### config.mk
export PLATFORM = sky130hd
export DESIGN_NAME = instruction_word_fetch_decode
export DESIGN_NICKNAME = d
export VERILOG_FILES = /design/src/logic/fetch_decode_pkg.sv /design/src/logic/pc_next_unit.sv /design/src/logic/instruction_word_fetch_decode.sv
export SDC_FILE = /design/constraint.sdc
export NUM_CORES = 1
export LEC_CHECK = 0
export BUFFER_PORTS_ARGS = -buffer_cell sky130_fd_sc_hd__buf_2
export CAP_MARGIN = 20
export CORE_MARGIN = 1.5
export CORE_UTILIZATION = 55
export CTS_CLUSTER_DIAMETER = 40
export DETAILED_ROUTE_END_ITERATION = 12
export PLACE_DENSITY = 0.79
export SLEW_MARGIN = 20
export SYNTH_ARGS = -nofsm -noshare
export SYNTH_HDL_FRONTEND = slang
export SYNTH_SLANG_ARGS = --single-unit
export TNS_END_PERCENT = 50
### constraint.sdc
create_clock -name CORE_CLK -period 3.8 [get_ports CORE_CLK]
set_clock_uncertainty 0.1 [all_clocks]
set_input_delay 0 -clock CORE_CLK [delete_from_list [all_inputs] [get_ports CORE_CLK]]
set_output_delay 0 -clock CORE_CLK [all_outputs]
set_load 0.02 [all_outputs]
### src/logic/fetch_decode_pkg.sv
// Constants, types and decode helpers shared by the instruction fetch and decode logic.
package fetch_decode_pkg;

  localparam int PC_W = 21;
  localparam int WORD_W = 16;
  localparam int LIT_W = 12;
  localparam int BRA_OFF_W = 11;

  // Reset value and step of the byte-addressed program counter.
  localparam logic [20:0] PC_RESET = 21'h000000;
  localparam logic [20:0] PC_STEP = 21'h000002;

  // Top nibble that marks the second word of a two-word instruction.
  localparam logic [3:0] ESC_NIB = 4'hf;

  // First-word opcode patterns.
  localparam logic [7:0] OP_CALL_HI = 8'hec;
  localparam logic [7:0] OP_GOTO_HI = 8'hef;
  localparam logic [7:0] OP_LIT_HI = 8'hee;
  localparam logic [3:0] OP_MOVE_NIB = 4'hc;
  localparam logic [4:0] OP_BRA_HI = 5'h1a;

  // Fetch sequencer states, one-hot.
  typedef enum logic [1:0] {
    ST_FETCH = 2'b01,
    ST_WAIT = 2'b10
  } fetch_state_e;

  // Word classes seen by the decoder.
  typedef enum logic [2:0] {
    CL_SINGLE = 3'h0,
    CL_CALL = 3'h1,
    CL_GOTO = 3'h2,
    CL_MOVE = 3'h3,
    CL_LIT = 3'h4,
    CL_BRA = 3'h5,
    CL_ESC = 3'h6
  } word_class_e;

  // True when the word carries the escape pattern in its top nibble.
  function automatic logic is_escape(input logic [15:0] w);
    is_escape = (w[15:12] == ESC_NIB);
  endfunction : is_escape

  // Sort a fetched word into its class.
  function automatic word_class_e classify(input logic [15:0] w);
    if (is_escape(w))
      classify = CL_ESC;
    else if (w[15:8] == OP_CALL_HI)
      classify = CL_CALL;
    else if (w[15:8] == OP_GOTO_HI)
      classify = CL_GOTO;
    else if (w[15:8] == OP_LIT_HI)
      classify = CL_LIT;
    else if (w[15:12] == OP_MOVE_NIB)
      classify = CL_MOVE;
    else if (w[15:11] == OP_BRA_HI)
      classify = CL_BRA;
    else
      classify = CL_SINGLE;
  endfunction : classify

  // True for the first word of any two-word instruction.
  function automatic logic is_two_word(input word_class_e c);
    is_two_word = (c == CL_CALL) || (c == CL_GOTO) || (c == CL_MOVE) || (c == CL_LIT);
  endfunction : is_two_word

  // Absolute word target as a byte address: word address lands in bits 20 to 1.
  function automatic logic [20:0] abs_target(input logic [15:0] first, input logic [15:0] second);
    abs_target = {first[7:0], second[11:0], 1'b0};
  endfunction : abs_target

  // Relative target: offset counts words, so it is doubled before the add.
  function automatic logic [20:0] rel_target(input logic [20:0] pc, input logic [15:0] w);
    rel_target = pc + PC_STEP + {{9{w[10]}}, w[10:0], 1'b0};
  endfunction : rel_target

endpackage : fetch_decode_pkg

### src/logic/pc_next_unit.sv
// Next program counter selection for the fetch and decode logic.
`timescale 1ns/1ps
module pc_next_unit
  import fetch_decode_pkg::*;
(
  input wire logic [20:0] pc,
  input wire logic [15:0] first_word,
  input wire logic [15:0] cur_word,
  input wire logic sel_abs,
  input wire logic sel_rel,
  output logic [20:0] pc_next
);

  // Absolute jumps win over relative ones; both never select together.
  always_comb
  begin
    if (sel_abs)
      pc_next = abs_target(first_word, cur_word); // RL4
    else if (sel_rel)
      pc_next = rel_target(pc, cur_word); // RL5
    else
      pc_next = pc + PC_STEP; // RL3
  end

endmodule : pc_next_unit

### src/logic/instruction_word_fetch_decode.sv
// Instruction word fetch and decode with two-word instruction handling.
// Function
// RL1: Program memory byte addressed, one or two words.
// RL2: Instruction words start at even byte addresses.
// RL3: Counter steps two bytes, bit zero reads zero.
// RL4: Absolute targets load counter bits 20 to 1.
// RL5: Relative offsets count words, not bytes.
// RL6: Four two-word instructions; second word escape-prefixed.
// RL7: Escape word after its first word supplies literal.
// RL8: Lone escape word executes as no-operation.
// RL9: Pending flag cleared on skip, branch, reset.
`timescale 1ns/1ps
module instruction_word_fetch_decode
  import fetch_decode_pkg::*;
(
  input wire logic CORE_CLK,
  input wire logic RST_N,
  output logic [20:0] PM_ADDR,
  output logic PM_REQ,
  input wire logic [15:0] PM_WORD,
  input wire logic PM_VALID,
  input wire logic SKIP_NEXT,
  output logic EXEC_VALID,
  output logic EXEC_NOP,
  output logic [15:0] EXEC_WORD,
  output logic [11:0] EXEC_LITERAL,
  output logic EXEC_TWO_WORD,
  output logic [20:0] PC_OUT,
  output logic PENDING_SECOND
);

  typedef struct packed {
    fetch_state_e st;
    logic [20:0] pc;
    logic pending;
    logic [15:0] first;
    logic exec_valid;
    logic exec_nop;
    logic [15:0] exec_word;
    logic [11:0] exec_lit;
    logic exec_two;
  } dec_s;

  localparam dec_s DEC_RESET = '{
    st: ST_FETCH,
    pc: PC_RESET,
    pending: 1'b0,
    first: 16'h0000,
    exec_valid: 1'b0,
    exec_nop: 1'b0,
    exec_word: 16'h0000,
    exec_lit: 12'h000,
    exec_two: 1'b0
  };

  dec_s dec_reg;
  dec_s dec_next;
  word_class_e cls;
  logic accept;
  logic pair_ok;
  logic sel_abs;
  logic sel_rel;
  logic [20:0] pc_calc;

  // A word is taken on the cycle the memory answers a pending request.
  assign accept = (dec_reg.st == ST_WAIT) && PM_VALID;
  assign cls = classify(PM_WORD);
  assign pair_ok = dec_reg.pending && (cls == CL_ESC);

  // Jump targets complete only when the escape word follows its call or goto word.
  assign sel_abs = accept && pair_ok && (classify(dec_reg.first) inside {CL_CALL, CL_GOTO});
  // A branch after a lone first word still branches; that first word is dropped.
  assign sel_rel = accept && (cls == CL_BRA); // RL5

  pc_next_unit u_pc_next (
    .pc(dec_reg.pc),
    .first_word(dec_reg.first),
    .cur_word(PM_WORD),
    .sel_abs(sel_abs),
    .sel_rel(sel_rel),
    .pc_next(pc_calc)
  );

  // Requests are held off while a skip is pending so the skipped word is never fetched.
  assign PM_REQ = (dec_reg.st == ST_FETCH) && !SKIP_NEXT; // RL1
  assign PM_ADDR = {dec_reg.pc[20:1], 1'b0}; // RL2
  assign PC_OUT = {dec_reg.pc[20:1], 1'b0}; // RL3
  assign PENDING_SECOND = dec_reg.pending;
  assign EXEC_VALID = dec_reg.exec_valid;
  assign EXEC_NOP = dec_reg.exec_nop;
  assign EXEC_WORD = dec_reg.exec_word;
  assign EXEC_LITERAL = dec_reg.exec_lit;
  assign EXEC_TWO_WORD = dec_reg.exec_two;

  // Sequencer and decoder; execute strobes last one cycle.
  always_comb
  begin
    dec_next = dec_reg;
    dec_next.exec_valid = 1'b0;
    dec_next.exec_nop = 1'b0;
    case (dec_reg.st)
      ST_FETCH:
      begin
        if (SKIP_NEXT)
        begin
          // Skipping drops any half-seen pair so a lone second word becomes a no-op.
          dec_next.pc = dec_reg.pc + PC_STEP; // RL3
          dec_next.pending = 1'b0; // RL9
        end
        else
          dec_next.st = ST_WAIT;
      end
      ST_WAIT:
      begin
        if (accept)
        begin
          dec_next.st = ST_FETCH;
          dec_next.pc = pc_calc;
          dec_next.pending = 1'b0; // RL9
          if (pair_ok)
          begin
            dec_next.exec_valid = 1'b1; // RL7
            dec_next.exec_word = dec_reg.first;
            dec_next.exec_lit = PM_WORD[11:0];
            dec_next.exec_two = 1'b1;
          end
          else if (cls == CL_ESC)
            dec_next.exec_nop = 1'b1; // RL8
          else if (is_two_word(cls))
          begin
            dec_next.pending = 1'b1; // RL6
            dec_next.first = PM_WORD;
          end
          else
          begin
            dec_next.exec_valid = 1'b1;
            dec_next.exec_word = PM_WORD;
            dec_next.exec_lit = 12'h000;
            dec_next.exec_two = 1'b0;
          end
        end
      end
      default:
        dec_next = DEC_RESET;
    endcase
  end

  // State register; reset restarts fetch at the reset vector.
  always_ff @(posedge CORE_CLK or negedge RST_N)
  begin
    if (!RST_N)
      dec_reg <= DEC_RESET;
    else
      dec_reg <= dec_next;
  end

  // The counter never points at an odd byte.
  property p_pc_even;
    @(posedge CORE_CLK) disable iff (!RST_N)
    (PC_OUT[0] == 1'b0) && (PM_ADDR == PC_OUT);
  endproperty
  a_pc_even: assert property (p_pc_even) else $error("odd program counter"); // RL2

  // A plain word advances the counter by two bytes.
  property p_seq_step;
    @(posedge CORE_CLK) disable iff (!RST_N)
    accept && !sel_abs && !sel_rel |=> PC_OUT == $past(PC_OUT) + PC_STEP;
  endproperty
  a_seq_step: assert property (p_seq_step) else $error("counter step wrong"); // RL3

  // A completed call or goto loads the word target.
  property p_abs_target;
    @(posedge CORE_CLK) disable iff (!RST_N)
    sel_abs |=> PC_OUT == {$past(dec_reg.first[7:0]), $past(PM_WORD[11:0]), 1'b0};
  endproperty
  a_abs_target: assert property (p_abs_target) else $error("absolute target wrong"); // RL4

  // A relative branch moves from the next word by twice its offset.
  property p_rel_target;
    @(posedge CORE_CLK) disable iff (!RST_N)
    sel_rel |=> PC_OUT == $past(PC_OUT) + PC_STEP + {{9{$past(PM_WORD[10])}},
      $past(PM_WORD[10:0]), 1'b0};
  endproperty
  a_rel_target: assert property (p_rel_target) else $error("relative target wrong"); // RL5

  // A first word of a pair waits for its second without executing.
  property p_pair_wait;
    @(posedge CORE_CLK) disable iff (!RST_N)
    accept && !dec_reg.pending && is_two_word(cls) |=> PENDING_SECOND && !EXEC_VALID
      && !EXEC_NOP;
  endproperty
  a_pair_wait: assert property (p_pair_wait) else $error("pair start not held"); // RL6

  // A matched second word hands its literal to the first.
  property p_literal;
    @(posedge CORE_CLK) disable iff (!RST_N)
    accept && pair_ok |=> EXEC_VALID && EXEC_TWO_WORD && !PENDING_SECOND
      && (EXEC_LITERAL == $past(PM_WORD[11:0]));
  endproperty
  a_literal: assert property (p_literal) else $error("literal not delivered"); // RL7

  // A lone escape word gives one no-op and nothing else.
  property p_lone_nop;
    @(posedge CORE_CLK) disable iff (!RST_N)
    accept && !dec_reg.pending && (cls == CL_ESC) |=> EXEC_NOP && !EXEC_VALID ##1 !EXEC_NOP;
  endproperty
  a_lone_nop: assert property (p_lone_nop) else $error("lone escape not a no-op"); // RL8

  // A skip drops the pending pair and passes over one word without a fetch.
  property p_skip_clear;
    @(posedge CORE_CLK) disable iff (!RST_N)
    (dec_reg.st == ST_FETCH) && SKIP_NEXT |-> !PM_REQ ##1 !PENDING_SECOND
      && (PC_OUT == $past(PC_OUT) + PC_STEP);
  endproperty
  a_skip_clear: assert property (p_skip_clear) else $error("skip did not clear pair"); // RL9

  // Each request is one cycle and is followed by a wait for its word.
  property p_req_wait;
    @(posedge CORE_CLK) disable iff (!RST_N)
    PM_REQ |=> !PM_REQ && (dec_reg.st == ST_WAIT);
  endproperty
  a_req_wait: assert property (p_req_wait) else $error("request not followed by wait"); // RL1

endmodule : instruction_word_fetch_decode

### Word-level counts from Yosys, hierarchy flattened

Index checks and enable logic that the tools add are counted.

* register bits after elaboration: 71
* bits in latches: 0
* RAM bits: 0
* memory bits (read-only): 0
* output and inout bits: 75
* memories: 0

* add/sub/neg operators: 2
* multiply operators: 0
* divide/modulo/power cells: 0
* $lt $le $gt $ge: 0
* eq/ne operators: 30
* shifts and indexed selects: 0
* muxes and demuxes: 29
* bitwise gates (word level): 1
* reduce and logical (&&, ||, !) cells: 15

Operators with widths (number)
* $pmux 47 s2: 1
* $mux 29: 3
* $mux 71: 1
* $eq 8x8->1 const B: 6
* $pmux 24 s2: 1
* $mux 21: 2
* $mux 3: 12
* $mux 17: 2
* $mux 22: 1
* $add 21x2->21 const B: 1
* $add 21x21->21: 1
* $mux 18: 1
* $eq 4x4->1 const B: 4
* $eq 5x5->1 const B: 2
* $ne 2x2->1 const B: 5
* $eq 3x2->1 const B: 3
* $eq 3x3->1 const B: 3
* $eq 3x1->1 const B: 2
* $logic_and 1x1->1: 6
* $ne 3x3->1 const B: 2
* $reduce_and 5->1: 1
* $mux 1: 4
* $reduce_and 2->1: 2
* $reduce_and 4->1: 1
* other kinds (8): 10

### Depth between registers and ports, before layout

Gate-level depths: netlist of run 1.

* depth in word-level cells: 16
* depth in mapped cells: 13
* depth with buffers taken out: 12

### By module

A second synthesis of run 1 with hierarchy kept.

* cells, all modules: 668
* area total of the unflattened synthesis: 5888.1 µm²

Modules (own cells, without submodules)
* instruction_word_fetch_decode: instances 1, cells an instance 420, area each 4121.5 µm²
* pc_next_unit: instances 1, cells an instance 248, area each 1766.7 µm²

### Least setup slack after synthesis of run 1

No wires, ideal clock.

* kind: register -> register
* start point: register dec_reg, in the netlist PC_OUT[1]
* end point: register dec_reg, in the netlist PC_OUT[20]
* setup time: 0.120 ns
* arrival time: 3.001 ns
* data required time: 3.580 ns
* slack: 0.579 ns
* stages on the path, launching flop included: 14
* cell sequence: dfrtp_1 > ha_1 > and3_1 > clkbuf_1 > nand2_1 > xnor2_1 > ha_1 > nand2_1 > a21oi_1 > a221oi_1 > a31oi_1 > mux2i_1 > nor3_1 > and3b_1

* cells in the longest elaborated chain, start to end: 6
* elaborated cells on any way between the ends: 7
* those cells by class: add/sub: 2; mux: 5

Ends and longest elaborated chain
* start: declaration: line instruction_word_fetch_decode.sv:56 `dec_s dec_reg;`
* start signal: assignment: line instruction_word_fetch_decode.sv:154 `dec_reg <= dec_next;`
* $add 21x2->21 (*): line fetch_decode_pkg.sv:75, pc_next_unit.sv:22, instruction_word_fetch_decode.sv:107
* $add 21x21->21: line fetch_decode_pkg.sv:75 `rel_target = pc + PC_STEP + {{9{w[10]}}, w[10:0], 1'b0};`
* $mux 21: line pc_next_unit.sv:19 `else if (sel_rel)`
* $mux 21: line pc_next_unit.sv:17 `if (sel_abs)`
* $mux 71: line instruction_word_fetch_decode.sv:115 `if (accept)`
* $pmux 24 s2 (*): line instruction_word_fetch_decode.sv:101 `case (dec_reg.st)`

Every way passes the cells marked *; elsewhere a longest branch is shown, timed or not. The select of a mux whose other input is x is not followed.
A chain may end at the register's enable or synchronous reset.

### Worst setup path in the final report of run 1

* start point: register dec_reg, in the netlist PC_OUT[2]
* end point: register dec_reg, in the netlist PC_OUT[20]

The elaborated chain is that of the path after synthesis.

==> summary.txt, run 1 <==
Pwr
  – Switching Fraction: 44.7%
  – Power per Cell Area: 404 mW/mm^2
  – Final Total Pwr: 2330 uW
  – Seq pwr share: 35.2%
  – VDD IR max: 0.344 mV
  – Sw Pwr: 1040 uW
  – Pleak: 0.00282 uW
  – Cell Int Power: 1290 uW
  – Power share of the combinational group: 40.5%
  – Clock share of power: 24.3%

Logic synthesis
  – Post-synth EDFFs: 0
  – Yosys top cell area share: 32.2%
  – Sequential area share after synthesis: 32.7%
  – Synth warn: 0
  – Mapped Cells: 640
  – Main synth FF type: dfrtp_1
  – FF+latch count, synth: 70
  – Syn Std Cell Area: 0.00536 mm^2
  – Synth async-reset ratio: 100%
  – Mean Syn Cell Area: 8.37 um^2
  – Synth area leader: dfrtp_1
  – Yosys cell types: 60
  – Largest cells by area after synthesis: dfrtp_1 32%, buf_4 9.8%, nand2_1 7.5%

Drt
  – Drt first pass iters: 7
  – Routed Wire Length: 14500 um
  – Vias: 4921
  – WL/cell: 17.9 um
  – Drc violations: 0
  – DRT antenna net count: 0
  – Violation count after the first detailed-route iteration: 407
  – DR vias/cell: 6.09

Min path
  – Hold path depth: 3
  – Worst Hold Class: in -> reg

Place
  – RePlAce Congestion: 0.979
  – Placed inst area: 0.00541 mm^2
  – Port bufs: 92
  – Dpl hpwl: 10200 um
  – Pre-CTS setup slack: 0.428 ns

Clock tree
  – Clk buf depth: 2
  – Hold buffer count at CTS: 18
  – H-tree depth: 3
  – CTS Buf Count: 9
  – CTS root buffer: clkbuf_8
  – CTS tree: yes
  – Worst-path clk slew: 0.09 ns
  – Clk_lat worst skew: 0.37 ns
  – Clk sinks: 70
  – Post-CTS Resized: 0
  – Post-CTS setup buffers: 0

STA
  – Period Utilization, post-route: 92.6%
  – Relative slew slack: 31.2%
  – Fin worst setup slack: 0.279 ns
  – Setup TNS Final: 0 ns
  – Final min period: 3.52 ns
  – # setup viols final: 0
  – Highest clock rate: 284 MHz
  – RSZ-0062 raised after global routing: no
  – Endpoints failing hold: 0
  – Pins Over Slew Limit: 0
  – Pin slew with the least headroom to its limit: 1.03 ns

Critical path
  – CP max-delay cell: dfrtp_1
  – Worst Path Arrival: 3.67 ns
  – Critical path capture point type: flip-flop
  – Worst reg-to-reg path cell count: 12
  – Worst path cell trace: ha_1, and3_1, nand4_1, xnor2_1, ha_1, a21oi_1, o21ai_0, a31oi_1, a31oi_1, mux2i_1, nor3_1, and3b_1
  – Worst Path Required: 3.95 ns
  – CP Launch Type: flip-flop
  – Critical path peak fanout: 8
  – CP max stage delay: 0.47 ns
  – CP Class: reg -> reg

Floorplanning
  – Die height: 102 um
  – Io pins: 95
  – Die Wd: 102 um
  – Die area: 0.0103 mm^2
  – # rows: 35
  – Initial Util: 57.4%
  – Core Area: 0.00933 mm^2

Job
  – MaxCap Viol Count: 0

Global route
  – Global-route wire length before repair: 23100 um
  – Number of global-route vias before repair: 4568
  – Antenna violations before repair: 0
  – Pin count of the biggest net entering global routing: 58
  – Total congestion overflow: 0
  – Gr usage total: 29.1%

Finish
  – Max FFs per register: 20
  – # diodes: 0
  – Area of the multi-input gates: 0.00291 mm^2
  – Final core utilization: 61.8%
  – Finished Cell Area: 0.00577 mm^2
  – Storage cell area: 0.00175 mm^2
  – Fin nets: 719
  – Share of cells above drive strength 1: 19.3%
  – Layout area overhead: 7.66%
  – Fill count: 781

Outcome
  – Status: finished, final reports clean
per-stage QoR:
| step | instances | hold slack (ns) |
|---|---|---|
| 6_report | 808 | 0.0275 |
| 5_1_grt | 808 | 0.0481 |
| 4_1_cts | 808 | 0.0118 |
| 3_5_place_dp | 774 | -0.00555 |
| 3_3_place_gp | 774 | -0.0101 |
| 2_1_floorplan | 641 | -0.396 |
cell usage in the layout (no fill, tap or decap), types with 4 or more instances in the layout:
cell | Yosys | layout
nand4_1 | 6 | 6
or2_2 | 4 | 4
mux2i_1 | 21 | 21
clkbuf_8 | 0 | 9
nand2_1 | 107 | 107
xor2_1 | 14 | 14
buf_4 | 70 | 9
a221oi_1 | 8 | 8
a21o_1 | 9 | 9
and3_1 | 5 | 5
dlygate4sd3_1 | 0 | 18
a22oi_1 | 6 | 6
o21ai_0 | 53 | 53
o31a_1 | 4 | 4
clkinvlp_4 | 0 | 4
nor2_1 | 28 | 28
dfrtp_1 | 69 | 69
nor3_1 | 9 | 9
nor2b_1 | 4 | 4
a31oi_1 | 6 | 6
inv_1 | 15 | 15
nand3_1 | 26 | 26
a22o_1 | 4 | 4
ha_1 | 24 | 24
a21oi_1 | 24 | 24
or3_1 | 5 | 5
buf_2 | 3 | 92
o211ai_1 | 5 | 5
xnor2_1 | 19 | 19
o31ai_1 | 18 | 18
nand2b_1 | 4 | 4
synthesized netlist by cell type, types with 3 or more instances:
master / instances
o21ai_0: 53
o211ai_1: 5
nand4_1: 6
xor2_1: 14
o31ai_1: 18
nor2b_1: 4
nor2_2: 3
clkbuf_1: 21
o221ai_1: 3
or2_2: 4
buf_4: 70
a21o_1: 9
inv_1: 15
a22oi_1: 6
nand2b_1: 4
ha_1: 24
or3_1: 5
a22o_1: 4
a211oi_1: 3
a221o_1: 3
dfrtp_1: 69
a221oi_1: 8
and2_1: 3
a32oi_1: 3
nand2_1: 107
nor2_1: 28
mux2i_1: 21
a21oi_1: 24
xnor2_1: 19
o31a_1: 4
buf_2: 3
and3_1: 5
nand3_1: 26
a31oi_1: 6
nor3_1: 9
per-layer routing:
layer	part of all wire (%)	track usage (%)	wire length, um	vias up
met1	42	39.0	6060	2349
met5	0	0	0	-
li1	-	-	-	2282
met4	2.9	11.4	419	0
met3	8.1	4.07	1180	37
met2	47	47.7	6800	253
power groups by stage:
stage                     registers, uW  logic [uW]  clock network [uW]
after global routing                827        1020                 587
after detailed placement            835         905                   0
after global placement              833         895                   0
after floorplan                     835         702                   0
after CTS                           820         920                 563
final                               821         944                 567
kinds of logic (layout without fill, tap and decap cells):
group / Yosys count / in the layout / synth area share [%]
adders and majority gates: 25 / 25 / 5.98
buffers and inverters: 112 / 150 / 13.0
DFF: 70 / 70 / 32.7
xor gates and xnor gates: 33 / 33 / 5.40
and+or+nand+nor: 215 / 215 / 18.8
muxes: 22 / 22 / 4.13
AOI/OAI and AO/OA: 162 / 162 / 19.9
other: 1 / 2 / 0.0700
path summary, 6_finish.rpt:
kind	startpoint	end	slack, ns
max in group asynchronous	RST_N	EXEC_LITERAL[8]	2.48
hold / removal	PM_WORD[10]	dec_reg[41]	0.03
min in group asynchronous	RST_N	EXEC_WORD[14]	0.13
hold reg to reg	EXEC_LITERAL[0]	EXEC_LITERAL[0]	0.38
setup reg to reg	PC_OUT[2]	PC_OUT[20]	0.28
setup / recovery	PC_OUT[2]	PC_OUT[20]	0.28
cell type report:
type                       count  area share (%)
multi-input combinational    459            50.5
sequential                    70            30.4
timing repair buffer         119            12.3
tap                          129            2.80
clock buffer                  10            2.21
inverter                      15           0.976
clock inverter                 6           0.824
critical path, delay by kind of cell (launching register included):
kind	cells	cell delay [ns]
compound gates	4	0.79
mux	1	0.18
fa+ha+maj	2	0.63
flops	1	0.47
simple gates	4	0.95
xor+xnor	1	0.28
No activity file was read; power rests on OpenSTA's default activity.
==> inputs of run 2 (changes only) <==
--- a/config.mk
+++ b/config.mk
@@ -5,7 +5,7 @@
 export SDC_FILE = /design/constraint.sdc
 export NUM_CORES = 1
 export LEC_CHECK = 0
-export BUFFER_PORTS_ARGS = -buffer_cell sky130_fd_sc_hd__buf_2
+export BUFFER_PORTS_ARGS = -buffer_cell sky130_fd_sc_hd__clkbuf_2
 export CAP_MARGIN = 20
 export CORE_MARGIN = 1.5
 export CORE_UTILIZATION = 55
==> summary.txt, run 2 (same netlist as run 1, synthesis figures left out) <==
Clock tree
  – CTS Buf Count: 9 (unchanged)
  – Worst-path clk slew: 0.08 ns (was 0.09 ns)
  – CTS tree: yes (unchanged)
  – Clk sinks: 70 (unchanged)
  – Post-CTS setup buffers: 0 (unchanged)
  – CTS root buffer: clkbuf_8 (unchanged)
  – Clk buf depth: 2 (unchanged)
  – H-tree depth: 3 (unchanged)
  – Clk_lat worst skew: 0.35 ns (was 0.37 ns)

Drt
  – Drc violations: 0 (unchanged)
  – DRT antenna net count: 0 (unchanged)
  – Drt first pass iters: 7 (unchanged)
  – Violation count after the first detailed-route iteration: 421 (was 407)
  – WL/cell: 18.0 um (was 17.9 um)
  – DR vias/cell: 6.02 (was 6.09)
  – Vias: 4867 (was 4921)
  – Routed Wire Length: 14500 um (about the same)

Place
  – Dpl hpwl: 10400 um (was 10200 um)
  – Placed inst area: 0.00540 mm^2 (was 0.00541 mm^2)
  – Port bufs: 92 (unchanged)
  – Pre-CTS setup slack: 0.273 ns (was 0.428 ns)
  – RePlAce Congestion: 0.967 (was 0.979)

STA
  – Endpoints failing hold: 0 (unchanged)
  – RSZ-0062 raised after global routing: no (unchanged)
  – Setup TNS Final: 0 ns (unchanged)
  – Fin worst setup slack: 0.277 ns (was 0.279 ns)
  – Pins Over Slew Limit: 0 (unchanged)
  – Relative slew slack: 31.1% (was 31.2%)
  – Pin slew with the least headroom to its limit: 1.03 ns (about the same)
  – # setup viols final: 0 (unchanged)
  – Final min period: 3.52 ns (about the same)
  – Highest clock rate: 284 MHz (about the same)
  – Min Hold Slack: 0.113 ns (was 0.0275 ns)
  – Period Utilization, post-route: 92.7% (was 92.6%)

Outcome
  – Status: finished, final reports clean (unchanged)

Critical path
  – CP Class: reg -> reg (unchanged)
  – CP top delay family: compound AO/OA/AOI/OAI gates (was simple AND/OR/NAND/NOR gates)
  – CP Launch Type: flip-flop (unchanged)
  – CP max-delay cell: dfrtp_1 (unchanged)
  – CP Depth: 12 (unchanged)
  – CP max stage delay: 0.49 ns (was 0.47 ns)
  – Critical path peak fanout: 8 (unchanged)
  – Worst Path Required: 3.94 ns (was 3.95 ns)
  – Sum of buffers and inverters on the critical path: 0 (unchanged)
  – Worst path cell trace: ha_2, and3_2, nand2_1, xnor2_1, ha_1, a221oi_1, o21ai_0, a31oi_1, a31oi_1, mux2i_1, nor3_1, and3b_1 (was ha_1, and3_1, nand4_1, xnor2_1, ha_1, a21oi_1, o21ai_0, a31oi_1, a31oi_1, mux2i_1, nor3_1, and3b_1)
  – Most frequent cell on the critical path: a31oi_1
  – Critical R2R Launch: PC_OUT[2] (unchanged)
  – Worst reg2reg path endpoint: PC_OUT[20] (unchanged)
  – R2R setup slack: 0.28 ns (about the same)
  – Worst reg-to-reg path cell count: 12 (unchanged)
  – Critical path capture point type: flip-flop (unchanged)
  – Worst Path Arrival: 3.66 ns (was 3.67 ns)

Floorplanning
  – # rows: 35 (unchanged)
  – Initial Util: 57.4% (unchanged)
  – Die Wd: 102 um (unchanged)
  – Core Area: 0.00933 mm^2 (unchanged)
  – Die area: 0.0103 mm^2 (unchanged)
  – Die height: 102 um (unchanged)
  – Io pins: 95 (unchanged)

Finish
  – # diodes: 0 (unchanged)
  – Most frequent cells in the layout: 107 x nand2_1, 91 x clkbuf_2, 68 x dfrtp_1 (was 107 x nand2_1, 92 x buf_2, 69 x dfrtp_1)
  – Fin nets: 719 (unchanged)
  – Share of cells above drive strength 1: 19.9% (was 19.3%)
  – Finished Cell Area: 0.00584 mm^2 (was 0.00577 mm^2)
  – Layout area overhead: 8.99% (was 7.66%)
  – Commonest non-fill, non-tap cell in the layout: nand2_1 (unchanged)
  – Max FFs per register: 20 (unchanged)

Global route
  – Pin count of the biggest net entering global routing: 58 (unchanged)
  – Total congestion overflow: 0 (unchanged)
  – Global-route wire length before repair: 23700 um (was 23100 um)
  – Antenna violations before repair: 0 (unchanged)
  – Number of global-route vias before repair: 4695 (was 4568)
  – Gr usage total: 29.8% (was 29.1%)

Min path
  – Min-delay src: PM_WORD[10] (unchanged)
  – Worst Hold Endpoint: EXEC_LITERAL[10] (was dec_reg[41])
  – Worst Hold Class: in -> reg (unchanged)
  – Hold path depth: 3 (unchanged)

Pwr
  – Power per Cell Area: 427 mW/mm^2 (was 404 mW/mm^2)
  – Pleak: 0.00280 uW (was 0.00282 uW)
  – VDD IR max: 0.393 mV (was 0.344 mV)

Job
  – MaxCap Viol Count: 0 (unchanged)
[run 2: cell count changes in the layout (fill, tap and decap cells not counted), moves of 2 or more]
| cell | previous run | this run |
|---|---|---|
| buf_2 | 92 | 1 |
| clkbuf_2 | 0 | 91 |
| bufinv_16 | 0 | 2 |
| clkinvlp_4 | 4 | 1 |
[run 2: timing repair]
action / 4_1_cts / 5_1_grt
endpoints found under the setup margin: 0 / 2
endpoints found under the hold margin: 70 / 0
hold buffers: 19 / 0
gates resized for setup: 0 / 4
[run 2: per-layer routing]
metal	up-vias	track usage, %	routed length (um)
met5	-	0	0
met4	0	11.9	476
met3	37	6.35	1320
met2	254	49.0	6900
met1	2302	38.3	5850
li1	2274	-	-
[run 2: report_power, final]
part	switching (uW)	internal (uW)
Combinational	696	266
Clock	312	392
Sequential	36.1	788
Total	1040	1450
[run 2: layout make-up]
| type | instances | area (um^2) |
|---|---|---|
| multi-input combinational | 459 | 2920 |
| tap | 129 | 161 |
| fill | 775 | 3490 |
| inverter | 15 | 56.3 |
| timing repair buffer | 119 | 711 |
| clock buffer | 10 | 138 |
| clock inverter | 6 | 93.8 |
| sequential | 70 | 1750 |
[run 2: worst max path at each step]
stage                    from    endpoint
CTS                 PC_OUT[2]  PC_OUT[20]
global placement    PC_OUT[2]  PC_OUT[20]
floorplan           PC_OUT[1]  PC_OUT[20]
finish              PC_OUT[2]  PC_OUT[20]
global route        PC_OUT[4]  PC_OUT[20]
detailed placement  PC_OUT[2]  PC_OUT[20]
[run 2: per-stage QoR]
| step | util (%) | power, uW | cells |
|---|---|---|---|
| finish | 62.6 | 2490 | 808 |
| global route | 62.6 | 2620 | 808 |
| CTS | 62.5 | 2480 | 808 |
| detailed placement | 57.9 | 1750 | 773 |
| global placement | 57.9 | 1730 | 773 |
| floorplan | - | 1540 | 641 |
[run 2: tightest hold or removal path, delay by kind of cell]
kind | cells | cell delay (ns)
buffers and inverters | 1 | 0.31
and+or+nand+nor | 1 | 0.13
AOI/OAI and AO/OA | 1 | 0.07
